--- config.mk ---
export PLATFORM = sky130hd
export DESIGN_NAME = swsr_top
export DESIGN_NICKNAME = d
export VERILOG_FILES = /design/src/shared/swsr_pkg.sv /design/src/rtl/swsr_top.sv /design/src/rtl/swsr_ts_mem.sv
export SDC_FILE = /design/constraint.sdc
export NUM_CORES = 1
export LEC_CHECK = 0
export ABC_AREA = 1
export BUFFER_PORTS_ARGS = -buffer_cell sky130_fd_sc_hd__buf_2
export CORE_MARGIN = 2
export CORE_UTILIZATION = 60
export DETAILED_ROUTE_END_ITERATION = 8
export PLACE_DENSITY_LB_ADDON = 0.1
export SYNTH_ARGS = -nofsm -noshare
export SYNTH_HDL_FRONTEND = slang
export SYNTH_SLANG_ARGS = --single-unit
--- constraint.sdc ---
create_clock -name i_mclk -period 8.7 [get_ports i_mclk]
set_clock_uncertainty 0.2 [all_clocks]
set_input_delay 1.74 -clock i_mclk [delete_from_list [all_inputs] [get_ports i_mclk]]
set_output_delay 1.74 -clock i_mclk [all_outputs]
set_load 0.01 [all_outputs]
--- src/shared/swsr_pkg.sv ---
// Constants, register map and types for the supervisor watchdog core
package swsr_pkg;

	// Timing
	localparam int CLK_PERIOD_NS  = 5;
	localparam int REC_TICK_NS    = 25000;
	localparam int REC_TICK_CYC   = REC_TICK_NS / CLK_PERIOD_NS;
	localparam int WD_TICK_NS     = 200000;
	localparam int WD_TICK_CYC    = WD_TICK_NS / CLK_PERIOD_NS;
	localparam int HOLD_SHORT_NS  = 6000;
	localparam int HOLD_SHORT_CYC = (HOLD_SHORT_NS + CLK_PERIOD_NS - 1)
		/ CLK_PERIOD_NS;
	localparam int HOLD_BASE_NS   = 8000000;
	localparam int HOLD_BASE_CYC  = (HOLD_BASE_NS + CLK_PERIOD_NS - 1)
		/ CLK_PERIOD_NS;

	// Register byte addresses
	localparam logic [7:0] ADDR_REC_CFG  = 8'h00;
	localparam logic [7:0] ADDR_REC_STAT = 8'h04;
	localparam logic [7:0] ADDR_MON_CFG  = 8'h08;
	localparam logic [7:0] ADDR_WD_DIV   = 8'h0c;
	localparam logic [7:0] ADDR_WD_WIN   = 8'h10;
	localparam logic [7:0] ADDR_WD_CTL   = 8'h14;
	localparam logic [7:0] ADDR_WD_KEY   = 8'h18;
	localparam logic [7:0] ADDR_WD_LOCK  = 8'h1c;
	localparam logic [7:0] ADDR_WD_STAT  = 8'h20;
	localparam logic [7:0] ADDR_RST_CTL  = 8'h24;
	localparam int         TS_REGION     = 1;

	// Field positions
	localparam int B_REC_SEC   = 3;
	localparam int B_REC_RST   = 4;
	localparam int B_REC_RLD   = 5;
	localparam int B_RS_UVALID = 0;
	localparam int B_RS_DVALID = 1;
	localparam int B_RS_UMISS  = 2;
	localparam int B_RS_DMISS  = 3;
	localparam int B_MON_PD    = 7;
	localparam int B_WD_SIMPLE = 6;
	localparam int B_WD_EN     = 3;
	localparam int B_WD_TWO    = 4;
	localparam int B_RST_WD    = 7;

	// Reset values
	localparam logic [5:0] REC_CFG_RST = 6'h00;
	localparam logic [7:0] MON_CFG_RST = 8'h00;
	localparam logic [6:0] WD_DIV_RST  = 7'h00;
	localparam logic [7:0] WD_WIN_RST  = 8'h11;
	localparam logic [4:0] WD_CTL_RST  = 5'h00;
	localparam logic [9:0] RST_CTL_RST = 10'h080;
	localparam logic [7:0] KEY_RST     = 8'h5a;

	typedef enum logic [0:0] {
		REC_IDLE = 1'b0,
		REC_RUN  = 1'b1
	} swsr_rec_state_t;

	typedef enum logic [1:0] {
		WD_OFF    = 2'b00,
		WD_FIRST  = 2'b01,
		WD_CLOSED = 2'b10,
		WD_OPEN   = 2'b11
	} swsr_wd_state_t;

	function automatic logic [7:0] lfsr_next(input logic [7:0] k);
		return {k[6:0], k[7] ^ k[5] ^ k[4] ^ k[3]};
	endfunction

endpackage

--- src/rtl/swsr_top.sv ---
// Supervisor core: sequence recorder, windowed watchdog, reset control
//
// Overview of operation
// - Recorder tick 25 us to 3200 us; timestamps are 8-bit tick counts
// - Primary edges start recording when idle, secondary optional; up/down kept
// - Latch tick per enabled rail: up above UV, down below off level
// - Valid record kept until cleared; new same-type start sets missed flag
// - Recorder runs full sequence even when valid flag already set
// - Sequence ends at tick maximum or when all enabled rails done
// - Running and start-source indications; optional reset on completion
// - Watchdog tick 200 us to 12.8 ms
// - On reset release watchdog opens extended first window, no closed phase
// - Challenge key answered with 8-bit LFSR step x^8+x^6+x^5+x^4+1
// - Simple mode: any key value is a valid refresh in the open window
// - Lock blocks watchdog register writes except key and lock
// - Early, wrong-key, missing flags clear on read; live open flag
// - Reset on every violation or only after two consecutive
// - Watchdog inactive while reset line is low
// - Closed window 8 x closed field ticks, then open 8 x open field
// - Refresh in closed window is a fault; restart after reset release
// - Valid refresh starts new closed window at once
// - First window is (open + closed) x (1 + 2 x first-update field)
// - Open-drain reset asserts on mapped faults, holds 6us/8ms/16ms/32ms
// - OV/UV comparators powered per enable, powerdown mode, off, status
// - Off comparator powered per enable, powerdown mode, primary, status
// - Reload defaults after primary power-down, optionally on watchdog reset
module swsr_top
	import swsr_pkg::*;
#(
	parameter int NCH            = 7,
	parameter int AW             = 8,
	parameter int P_REC_BASE_CYC = REC_TICK_CYC,
	parameter int P_WD_BASE_CYC  = WD_TICK_CYC,
	parameter int P_HOLD_CYC     = HOLD_BASE_CYC
)(
	input  wire logic           i_mclk,                   // 200 MHz clock
	input  wire logic           i_rst_b,                  // Sync reset
	input  wire logic           i_ce,                     // Clock enable
	input  wire logic           i_psel,                   // APB select
	input  wire logic           i_penable,                // APB enable
	input  wire logic           i_pwrite,                 // APB write
	input  wire logic [AW-1:0]  i_paddr,                  // APB address
	input  wire logic [31:0]    i_pwdata,                 // APB write data
	output logic      [31:0]    o_prdata,                 // APB read data
	output logic                o_pready,                 // APB ready
	output logic                o_pslverr,                // APB error
	input  wire logic           i_primary_enable_input,   // Enable pin 0
	input  wire logic           i_secondary_enable_input, // Enable pin 1
	input  wire logic [NCH-1:0] i_rail_uv_ok,             // Rail above UV
	input  wire logic [NCH-1:0] i_rail_off,               // Rail below off
	input  wire logic [NCH-1:0] i_mon_fault,              // OV/UV faults
	input  wire logic           i_reset_pin_in,           // Reset pin level
	output logic                o_reset_pin_out,          // Reset pin data
	output logic                o_reset_pin_oe_b,         // Low: drive pin
	output logic      [NCH-1:0] o_ovuv_power,             // OV/UV comp on
	output logic      [NCH-1:0] o_off_power,              // Off comp on
	output logic                o_reload_defaults         // Reload pulse
);

	localparam int SW = 3 + 3 * NCH;

	// Pin synchronisers: change accepted once stages two and three agree
	logic [SW-1:0] pin_raw;
	logic [SW-1:0] s1_reg;
	logic [SW-1:0] s2_reg;
	logic [SW-1:0] s3_reg;
	logic [SW-1:0] filt_reg;

	assign pin_raw = {i_reset_pin_in, i_mon_fault, i_rail_off,
		i_rail_uv_ok, i_secondary_enable_input, i_primary_enable_input};

	always_ff @(posedge i_mclk)
	begin
		if (!i_rst_b)
		begin
			s1_reg   <= '0;
			s2_reg   <= '0;
			s3_reg   <= '0;
			filt_reg <= '0;
		end
		else if (i_ce)
		begin
			s1_reg   <= pin_raw;
			s2_reg   <= s1_reg;
			s3_reg   <= s2_reg;
			filt_reg <= (s2_reg & s3_reg) | (filt_reg & (s2_reg | s3_reg));
		end
	end

	logic           prim;
	logic           sec;
	logic [NCH-1:0] uv_ok;
	logic [NCH-1:0] off_st;
	logic [NCH-1:0] mfault;
	logic           rpin;

	assign prim   = filt_reg[0];
	assign sec    = filt_reg[1];
	assign uv_ok  = filt_reg[2 +: NCH];
	assign off_st = filt_reg[2+NCH +: NCH];
	assign mfault = filt_reg[2+2*NCH +: NCH];
	assign rpin   = filt_reg[SW-1];

	// APB slave, one wait state on every access
	logic        ack_reg;
	logic [31:0] prdata_reg;
	logic        err_reg;
	logic [31:0] rdata;
	logic        mapped;
	logic        xfer;
	logic        wr;
	logic        rd;
	logic [7:0]  ts_q;

	function automatic logic reg_hit(input logic [AW-1:0] a,
		input logic [7:0] off);
		return a == AW'(off);
	endfunction

	function automatic logic ts_hit(input logic [AW-1:0] a);
		return (a[AW-1:6] == (AW-6)'(TS_REGION)) && (a[4:2] != 3'h7)
			&& (a[1:0] == 2'h0);
	endfunction

	assign xfer      = i_psel & i_penable & ack_reg;
	assign wr        = xfer & i_pwrite;
	assign rd        = xfer & ~i_pwrite;
	assign o_pready  = ack_reg;
	assign o_pslverr = ack_reg & err_reg;
	assign o_prdata  = prdata_reg;

	always_ff @(posedge i_mclk)
	begin
		if (!i_rst_b)
		begin
			ack_reg    <= 1'b0;
			prdata_reg <= '0;
			err_reg    <= 1'b0;
		end
		else if (i_ce)
		begin
			ack_reg <= i_psel & i_penable & ~ack_reg;
			if (i_psel & i_penable & ~ack_reg)
			begin
				prdata_reg <= i_pwrite ? '0 : rdata;
				err_reg    <= ~mapped;
			end
		end
	end

	// Configuration and recorder state
	logic [5:0]      rec_cfg_reg;
	logic [7:0]      mon_cfg_reg;
	logic [6:0]      wd_div_reg;
	logic [7:0]      wd_win_reg;
	logic [4:0]      wd_ctl_reg;
	logic            lock_reg;
	logic [9:0]      rst_ctl_reg;
	logic [7:0]      key_reg;
	swsr_rec_state_t rec_state_reg;
	logic            dir_up_reg;
	logic            src_sec_reg;
	logic            store_en_reg;
	logic [NCH-1:0]  done_reg;
	logic [7:0]      tick_reg;
	logic            up_valid_reg;
	logic            dn_valid_reg;
	logic            up_miss_reg;
	logic            dn_miss_reg;
	logic            wd_miss_reg;
	logic            wd_key_reg;
	logic            wd_early_reg;
	swsr_wd_state_t  wd_state_reg;
	logic            wd_open;

	assign wd_open = (wd_state_reg == WD_FIRST) || (wd_state_reg == WD_OPEN);

	always_comb
	begin
		rdata  = '0;
		mapped = 1'b1;
		case (i_paddr)
			ADDR_REC_CFG:  rdata[5:0] = rec_cfg_reg;
			ADDR_REC_STAT: rdata[5:0] = {src_sec_reg,
				rec_state_reg == REC_RUN, dn_miss_reg, up_miss_reg,
				dn_valid_reg, up_valid_reg};
			ADDR_MON_CFG:  rdata[7:0] = mon_cfg_reg;
			ADDR_WD_DIV:   rdata[6:0] = wd_div_reg;
			ADDR_WD_WIN:   rdata[7:0] = wd_win_reg;
			ADDR_WD_CTL:   rdata[4:0] = wd_ctl_reg;
			ADDR_WD_KEY:   rdata[7:0] = key_reg;
			ADDR_WD_LOCK:  rdata[0]   = lock_reg;
			ADDR_WD_STAT:  rdata[3:0] = {wd_open, wd_early_reg,
				wd_key_reg, wd_miss_reg};
			ADDR_RST_CTL:  rdata[9:0] = rst_ctl_reg;
			default:
			begin
				if (ts_hit(i_paddr))
					rdata[7:0] = ts_q;
				else
					mapped = 1'b0;
			end
		endcase
	end

	always_ff @(posedge i_mclk)
	begin
		if (!i_rst_b)
		begin
			rec_cfg_reg <= REC_CFG_RST;
			mon_cfg_reg <= MON_CFG_RST;
			wd_div_reg  <= WD_DIV_RST;
			wd_win_reg  <= WD_WIN_RST;
			wd_ctl_reg  <= WD_CTL_RST;
			lock_reg    <= 1'b0;
			rst_ctl_reg <= RST_CTL_RST;
		end
		else if (i_ce && wr)
		begin
			if (reg_hit(i_paddr, ADDR_REC_CFG))
				rec_cfg_reg <= i_pwdata[5:0];
			if (reg_hit(i_paddr, ADDR_MON_CFG))
				mon_cfg_reg <= i_pwdata[7:0];
			if (reg_hit(i_paddr, ADDR_WD_DIV) && !lock_reg)
				wd_div_reg <= i_pwdata[6:0];
			if (reg_hit(i_paddr, ADDR_WD_WIN) && !lock_reg)
				wd_win_reg <= i_pwdata[7:0];
			if (reg_hit(i_paddr, ADDR_WD_CTL) && !lock_reg)
				wd_ctl_reg <= i_pwdata[4:0];
			if (reg_hit(i_paddr, ADDR_WD_LOCK))
				lock_reg <= i_pwdata[0];
			if (reg_hit(i_paddr, ADDR_RST_CTL))
				rst_ctl_reg <= i_pwdata[9:0];
		end
	end

	// Sequence recorder
	logic           prim_d_reg;
	logic           sec_d_reg;
	logic           prim_edge;
	logic           sec_edge;
	logic           start;
	logic           start_up;
	logic [NCH-1:0] en;
	logic [NCH-1:0] hit;
	logic           fin;
	logic [23:0]    rec_base_reg;
	logic [7:0]     rec_sub_reg;
	logic [7:0]     sub_lim;
	logic [15:0]    ts_we;
	logic           stat_w1c;

	assign en        = mon_cfg_reg[NCH-1:0];
	assign prim_edge = prim ^ prim_d_reg;
	assign sec_edge  = (sec ^ sec_d_reg) & rec_cfg_reg[B_REC_SEC];
	assign start     = (rec_state_reg == REC_IDLE) & (prim_edge | sec_edge);
	assign start_up  = prim_edge ? prim : sec;
	assign hit       = {NCH{rec_state_reg == REC_RUN}} & en & ~done_reg
		& (dir_up_reg ? uv_ok : off_st);
	assign fin       = (rec_state_reg == REC_RUN) && ((tick_reg == 8'hff)
		|| (&(done_reg | hit | ~en)));
	assign sub_lim   = 8'((9'h001 << rec_cfg_reg[2:0]) - 9'h001);
	assign ts_we     = store_en_reg ? (dir_up_reg
		? 16'({hit}) : (16'({hit}) << 8)) : 16'h0000;
	assign stat_w1c  = wr & reg_hit(i_paddr, ADDR_REC_STAT);

	always_ff @(posedge i_mclk)
	begin
		if (!i_rst_b)
		begin
			prim_d_reg    <= 1'b0;
			sec_d_reg     <= 1'b0;
			rec_state_reg <= REC_IDLE;
			dir_up_reg    <= 1'b0;
			src_sec_reg   <= 1'b0;
			store_en_reg  <= 1'b0;
			done_reg      <= '0;
		end
		else if (i_ce)
		begin
			prim_d_reg <= prim;
			sec_d_reg  <= sec;
			case (rec_state_reg)
				REC_IDLE:
				begin
					if (start)
					begin
						rec_state_reg <= REC_RUN;
						dir_up_reg    <= start_up;
						src_sec_reg   <= ~prim_edge;
						store_en_reg  <= start_up ? ~up_valid_reg
							: ~dn_valid_reg;
						done_reg      <= '0;
					end
				end
				REC_RUN:
				begin
					done_reg <= done_reg | hit;
					if (fin)
						rec_state_reg <= REC_IDLE;
				end
				default: rec_state_reg <= REC_IDLE;
			endcase
		end
	end

	always_ff @(posedge i_mclk)
	begin
		if (!i_rst_b)
		begin
			rec_base_reg <= '0;
			rec_sub_reg  <= '0;
			tick_reg     <= '0;
		end
		else if (i_ce)
		begin
			if (rec_state_reg != REC_RUN)
			begin
				rec_base_reg <= '0;
				rec_sub_reg  <= '0;
				tick_reg     <= '0;
			end
			else if (rec_base_reg != 24'(P_REC_BASE_CYC - 1))
				rec_base_reg <= rec_base_reg + 24'h000001;
			else
			begin
				rec_base_reg <= '0;
				if (rec_sub_reg != sub_lim)
					rec_sub_reg <= rec_sub_reg + 8'h01;
				else
				begin
					rec_sub_reg <= '0;
					if (tick_reg != 8'hff)
						tick_reg <= tick_reg + 8'h01;
				end
			end
		end
	end

	// Record flags; a set in the same cycle as a clear wins
	always_ff @(posedge i_mclk)
	begin
		if (!i_rst_b)
		begin
			up_valid_reg <= 1'b0;
			dn_valid_reg <= 1'b0;
			up_miss_reg  <= 1'b0;
			dn_miss_reg  <= 1'b0;
		end
		else if (i_ce)
		begin
			up_valid_reg <= (fin & store_en_reg & dir_up_reg)
				| (up_valid_reg & ~(stat_w1c & i_pwdata[B_RS_UVALID]));
			dn_valid_reg <= (fin & store_en_reg & ~dir_up_reg)
				| (dn_valid_reg & ~(stat_w1c & i_pwdata[B_RS_DVALID]));
			up_miss_reg  <= (start & start_up & up_valid_reg)
				| (up_miss_reg & ~(stat_w1c & i_pwdata[B_RS_UMISS]));
			dn_miss_reg  <= (start & ~start_up & dn_valid_reg)
				| (dn_miss_reg & ~(stat_w1c & i_pwdata[B_RS_DMISS]));
		end
	end

	swsr_ts_mem #(
		.DW    (8),
		.DEPTH (16),
		.AW    (4)
	) u_ts_mem (
		.i_mclk  (i_mclk),
		.i_rst_b (i_rst_b),
		.i_ce    (i_ce),
		.i_we    (ts_we),
		.i_wdata (tick_reg),
		.i_raddr (i_paddr[5:2]),
		.o_rdata (ts_q)
	);

	// Watchdog
	logic        rst_line_reg;
	logic        wd_active;
	logic [23:0] wd_base_reg;
	logic [5:0]  wd_sub_reg;
	logic        wd_tick;
	logic [11:0] wd_cnt_reg;
	logic [11:0] clo_len;
	logic [11:0] opn_len;
	logic [11:0] first_len;
	logic [11:0] len_cur;
	logic        phase_end;
	logic        kick;
	logic        key_ok;
	logic        good;
	logic        early_ev;
	logic        bad_ev;
	logic        miss_ev;
	logic        viol;
	logic        wd_fault;
	logic        pend_reg;
	logic        stat_rd;

	assign wd_active = wd_ctl_reg[B_WD_EN] & ~rst_line_reg & rpin;
	assign wd_tick   = (wd_base_reg == 24'(P_WD_BASE_CYC - 1))
		&& (wd_sub_reg == wd_div_reg[5:0]);
	assign clo_len   = {5'h00, wd_win_reg[7:4], 3'h0};
	assign opn_len   = {5'h00, wd_win_reg[3:0], 3'h0};
	assign first_len = 12'((clo_len + opn_len)
		* (12'h001 + {8'h00, wd_ctl_reg[2:0], 1'b0}));
	assign phase_end = wd_cnt_reg >= len_cur;
	assign kick      = wr & reg_hit(i_paddr, ADDR_WD_KEY);
	assign key_ok    = wd_div_reg[B_WD_SIMPLE]
		| (i_pwdata[7:0] == lfsr_next(key_reg));
	assign good      = kick & wd_open & key_ok;
	assign bad_ev    = kick & wd_open & ~key_ok;
	assign early_ev  = kick & (wd_state_reg == WD_CLOSED);
	assign miss_ev   = wd_open & phase_end & ~kick;
	assign viol      = early_ev | bad_ev | miss_ev;
	assign wd_fault  = viol & (~wd_ctl_reg[B_WD_TWO] | pend_reg);
	assign stat_rd   = rd & reg_hit(i_paddr, ADDR_WD_STAT);

	always_comb
	begin
		case (wd_state_reg)
			WD_FIRST:  len_cur = first_len;
			WD_CLOSED: len_cur = clo_len;
			WD_OPEN:   len_cur = opn_len;
			default:   len_cur = 12'h000;
		endcase
	end

	always_ff @(posedge i_mclk)
	begin
		if (!i_rst_b)
		begin
			wd_base_reg <= '0;
			wd_sub_reg  <= '0;
		end
		else if (i_ce)
		begin
			if (wd_state_reg == WD_OFF)
			begin
				wd_base_reg <= '0;
				wd_sub_reg  <= '0;
			end
			else if (wd_base_reg != 24'(P_WD_BASE_CYC - 1))
				wd_base_reg <= wd_base_reg + 24'h000001;
			else
			begin
				wd_base_reg <= '0;
				wd_sub_reg  <= wd_tick ? 6'h00 : wd_sub_reg + 6'h01;
			end
		end
	end

	always_ff @(posedge i_mclk)
	begin
		if (!i_rst_b)
		begin
			wd_state_reg <= WD_OFF;
			wd_cnt_reg   <= '0;
		end
		else if (i_ce)
		begin
			if (!wd_active)
			begin
				wd_state_reg <= WD_OFF;
				wd_cnt_reg   <= '0;
			end
			else
			begin
				case (wd_state_reg)
					WD_OFF:
					begin
						wd_state_reg <= WD_FIRST;
						wd_cnt_reg   <= '0;
					end
					WD_FIRST, WD_OPEN:
					begin
						if (good | viol)
						begin
							wd_state_reg <= WD_CLOSED;
							wd_cnt_reg   <= '0;
						end
						else if (wd_tick)
							wd_cnt_reg <= wd_cnt_reg + 12'h001;
					end
					WD_CLOSED:
					begin
						if (early_ev)
							wd_cnt_reg <= '0;
						else if (phase_end)
						begin
							wd_state_reg <= WD_OPEN;
							wd_cnt_reg   <= '0;
						end
						else if (wd_tick)
							wd_cnt_reg <= wd_cnt_reg + 12'h001;
					end
					default: wd_state_reg <= WD_OFF;
				endcase
			end
		end
	end

	always_ff @(posedge i_mclk)
	begin
		if (!i_rst_b)
		begin
			pend_reg <= 1'b0;
			key_reg  <= KEY_RST;
		end
		else if (i_ce)
		begin
			if (!wd_active || good)
				pend_reg <= 1'b0;
			else if (viol)
				pend_reg <= wd_ctl_reg[B_WD_TWO] & ~pend_reg;
			if (good && !wd_div_reg[B_WD_SIMPLE])
				key_reg <= lfsr_next(key_reg);
		end
	end

	// Flags clear on read; an event in the read cycle survives
	always_ff @(posedge i_mclk)
	begin
		if (!i_rst_b)
		begin
			wd_miss_reg  <= 1'b0;
			wd_key_reg   <= 1'b0;
			wd_early_reg <= 1'b0;
		end
		else if (i_ce)
		begin
			wd_miss_reg  <= miss_ev | (wd_miss_reg & ~stat_rd);
			wd_key_reg   <= bad_ev | (wd_key_reg & ~stat_rd);
			wd_early_reg <= early_ev | (wd_early_reg & ~stat_rd);
		end
	end

	// Reset output, reload and comparator power
	logic        fault_now;
	logic [23:0] hold_len;
	logic [23:0] hold_cnt_reg;

	assign fault_now = (|(mfault & rst_ctl_reg[NCH-1:0]))
		| (wd_fault & rst_ctl_reg[B_RST_WD])
		| (fin & rec_cfg_reg[B_REC_RST]);
	assign o_reset_pin_out  = 1'b0;
	assign o_reset_pin_oe_b = ~rst_line_reg;

	always_comb
	begin
		case (rst_ctl_reg[9:8])
			2'h0:    hold_len = 24'(HOLD_SHORT_CYC);
			2'h1:    hold_len = 24'(P_HOLD_CYC);
			2'h2:    hold_len = 24'(2 * P_HOLD_CYC);
			default: hold_len = 24'(4 * P_HOLD_CYC);
		endcase
	end

	always_ff @(posedge i_mclk)
	begin
		if (!i_rst_b)
		begin
			rst_line_reg <= 1'b1;
			hold_cnt_reg <= 24'(HOLD_SHORT_CYC);
		end
		else if (i_ce)
		begin
			if (fault_now)
			begin
				rst_line_reg <= 1'b1;
				hold_cnt_reg <= hold_len;
			end
			else if (hold_cnt_reg != 24'h000000)
				hold_cnt_reg <= hold_cnt_reg - 24'h000001;
			else
				rst_line_reg <= 1'b0;
		end
	end

	always_ff @(posedge i_mclk)
	begin
		if (!i_rst_b)
		begin
			o_reload_defaults <= 1'b0;
			o_ovuv_power      <= '0;
			o_off_power       <= '0;
		end
		else if (i_ce)
		begin
			o_reload_defaults <= (fin & ~dir_up_reg & ~src_sec_reg)
				| (wd_fault & rec_cfg_reg[B_REC_RLD]);
			o_ovuv_power <= en & ((~{NCH{mon_cfg_reg[B_MON_PD]}}
				& ~off_st) | {NCH{mon_cfg_reg[B_MON_PD] & ~prim
				& (rec_state_reg == REC_RUN)}});
			o_off_power  <= en & {NCH{~mon_cfg_reg[B_MON_PD] | prim
				| (rec_state_reg == REC_RUN)}};
		end
	end

endmodule

--- src/rtl/swsr_ts_mem.sv ---
// Timestamp store with per-word write enables and registered read
module swsr_ts_mem #(
	parameter int DW    = 8,
	parameter int DEPTH = 16,
	parameter int AW    = 4
)(
	input  wire logic             i_mclk,  // Clock
	input  wire logic             i_rst_b, // Sync reset, active low
	input  wire logic             i_ce,    // Clock enable
	input  wire logic [DEPTH-1:0] i_we,    // Word write enables
	input  wire logic [DW-1:0]    i_wdata, // Shared write data
	input  wire logic [AW-1:0]    i_raddr, // Read address
	output logic      [DW-1:0]    o_rdata  // Registered read data
);

	logic [DW-1:0] mem_reg [DEPTH];

	// All enabled words take the same value, so rails that rise together
	// get the same timestamp
	always_ff @(posedge i_mclk)
	begin
		if (!i_rst_b)
		begin
			for (int i = 0; i < DEPTH; i++)
				mem_reg[i] <= '0;
		end
		else if (i_ce)
		begin
			for (int i = 0; i < DEPTH; i++)
				if (i_we[i])
					mem_reg[i] <= i_wdata;
		end
	end

	always_ff @(posedge i_mclk)
	begin
		if (!i_rst_b)
			o_rdata <= '0;
		else if (i_ce)
			o_rdata <= mem_reg[i_raddr];
	end

endmodule

==> run summary <==
Initial DRC count = 1576
Clk buf depth = 3
Post-CTS Setup Inserts = 0
Chip width = 189 um
Vias post-DR = 18.0k
Max FFs per register = 112
Crit path max fanout = 36
WP data arrival = 6.74 ns
Slew @ Worst Pin = 1.25 ns
Initial Utilization = 61.1%
Crit-path slowest cell = fa_1
Nets = 2799
Post-synth EDFFs = 112
Compound-Gate Fraction of Synth Area = 14.9%
Slew headroom = 16.8%
Drt pass-1 iters = 7
Gr ovfl total = 0
Final instance area = 22600 um^2
Largest family of logic cells by synthesized area = simple AND/OR/NAND/NOR gates
Post-synth cell types = 61
Most used cell, CP = inv_1
Gr usage total = 29.3%
Leak pwr = 9.10 nW
Post-Synth Adder-Cell Area = 3.25%
Post-layout min period = 6.53 ns
Area fraction of the dominant cell type after synthesis = 30.7%
TNS Setup = 0 ns
Crit path kind = flop to flop
Final setup viols = 0
Pins Over Slew Limit = 0
Max Cap Viol = 0
Mapped Cells = 2643
I/O Pins = 121
Crit path required time = 8.91 ns
Die Height = 189 um
Setup crit end kind = flop
Post-DP HPWL = 36700 um
# diodes = 0
# hold bufs at CTS = 0
Area growth from synthesis to layout = 10.4%
Vias in the first global route = 16.8k
PortBufs = 75
Crit path largest cell delay = 0.54 ns
Peak supply drop = 251 uV
Ys flop type = dfxtp_1
Root buffer cell = clkbuf_16
Fin worst setup slack = 2.17 ns
CTS tree = done
Portion of netlist area occupied by mux cells = 0%
Total CTS buffers = 45
Status = completed
ANT nets after route = 0
Power Dens Cells = 195 nW/um^2
Layout cells sized above 1 = 7.93%
Final Util = 67.4%
Crit path launch type = flop
Core footprint = 33500 um^2
Ys async rst share = 0%
Initial antenna violation count = 0
Syn_area_per_cell = 7.75 um^2
Row count = 67
Placed instance area = 21000 um^2
Post-Synth XOR/XNOR Area = 2.40%
Worst-Skew Late Latency = 0.56 ns
Post-route DRC = 0
Post-synth top cells = nand2_1 (521), nor2_1 (383), dfxtp_1 (314)
Setup WS pre-CTS = 2.21 ns
Via density = 5.71
Unrepaired setup endpoints after global routing = false
H-tree depth = 2
Post-synthesis register bit count = 426
Post-Route WL = 52900 um
WL/cell = 16.7 um
Synth Area in Simple Gates = 24.8%
Most frequent cell after synthesis = nand2_1
Die area = 35600 um^2
Hold/Removal Path Class = flop to flop
Tcrit/Tclk final = 75.1%
Clock slew at reported path FFs = 0.06 ns
Yosys warns = 0
Sink Count = 426
Area contributors post-synth = dfxtp_1 (31%), edfxtp_1 (16%), nand2_1 (9.6%), nor2_1 (7.0%), a21oi_1 (5.3%)
Final hold vios = 0
First-pass GRT wire length = 85200 um
Resized Gates After CTS = 0
Pin count of the biggest net entering global routing = 98
Seq/Total Area, Yosys = 47.1%
Syn Std Cell Area = 20500 um^2
Cell taking the most area after synthesis = dfxtp_1
Peak Freq = 153 MHz
GP Congestion = 0.930
[routing by layer]
metal / vias up / GRT usage, % / routed length (um)
li1: 8865 / - / -
met4: 0 / 8.50 / 1550
met3: 99 / 3.61 / 3170
met2: 596 / 48.4 / 24400
met1: 8471 / 40.6 / 23800
met5: - / 0 / 0
[power breakdown]
group,switching (mW),internal [mW]
registers,0.0300,2.09
logic,0.189,0.0724
clock network,0.791,1.24
[cell usage in the layout (no fill, tap or decap), drive strengths merged, types with 7 or more instances in the layout]
| cell | Yosys | layout |
|---|---|---|
| a22oi | 32 | 32 |
| clkinv | 9 | 19 |
| conb | 1 | 23 |
| dfxtp | 314 | 314 |
| a211oi | 8 | 8 |
| nand2 | 541 | 541 |
| clkbuf | 78 | 62 |
| edfxtp | 112 | 112 |
| nor3b | 8 | 8 |
| o21ai | 207 | 207 |
| nor4 | 18 | 18 |
| nand4 | 31 | 31 |
| a221oi | 20 | 20 |
| o22ai | 12 | 12 |
| xor2 | 50 | 50 |
| ha | 42 | 42 |
| inv | 242 | 243 |
| nand3 | 147 | 147 |
| nor2 | 388 | 388 |
| buf | 43 | 89 |
| a21oi | 227 | 227 |
| nor3 | 54 | 54 |
| fa | 7 | 7 |
[worst paths after layout]
check                        from               to  slack [ns]  depth (start not counted)
setup reg to reg    wd_win_reg[4]  hold_cnt_reg[5]        2.17                         32
hold / removal    o_ovuv_power[5]  o_ovuv_power[5]        0.26                          2
setup / recovery    wd_win_reg[4]  hold_cnt_reg[5]        2.17                         32
hold reg to reg   o_ovuv_power[5]  o_ovuv_power[5]        0.26                          2
[worst max-delay path: cells and delay by family (launching register included)]
family | cells | cell delay, ns
fa+ha+maj | 7 | 2.53
xor+xnor | 1 | 0.20
simple gates | 17 | 2.35
compound gates | 1 | 0.24
buf+inv | 6 | 0.51
flops | 1 | 0.34
[layout make-up]
class                           instances  area (um^2)
Clock inverter                         17          264
Inverter                              251          947
Timing Repair Buffer                   89          485
Clock buffer                           62         1320
Fill cell                            2847        10900
Multi-Input combinational cell       1867         9370
Tap cell                              448          561
Sequential cell                       426         9650
[logic make-up after synthesis]
group / after synthesis
AOI/OAI and AO/OA: 539
xor gates and xnor gates: 56
adders and majority gates: 49
buffers and inverters: 372
DFF: 426
other: 1
and+or+nand+nor: 1200
[metrics by stage]
step | hold WS (ns) | instances | power [mW]
after floorplan | 0.231 | 2665 | 2.34
after CTS | 0.265 | 3160 | 4.42
after global placement | 0.238 | 3081 | 2.41
after global routing | 0.282 | 3160 | 4.55
final | 0.265 | 3160 | 4.41
after detailed placement | 0.255 | 3081 | 2.42
Power figures use the tool's default switching activity.
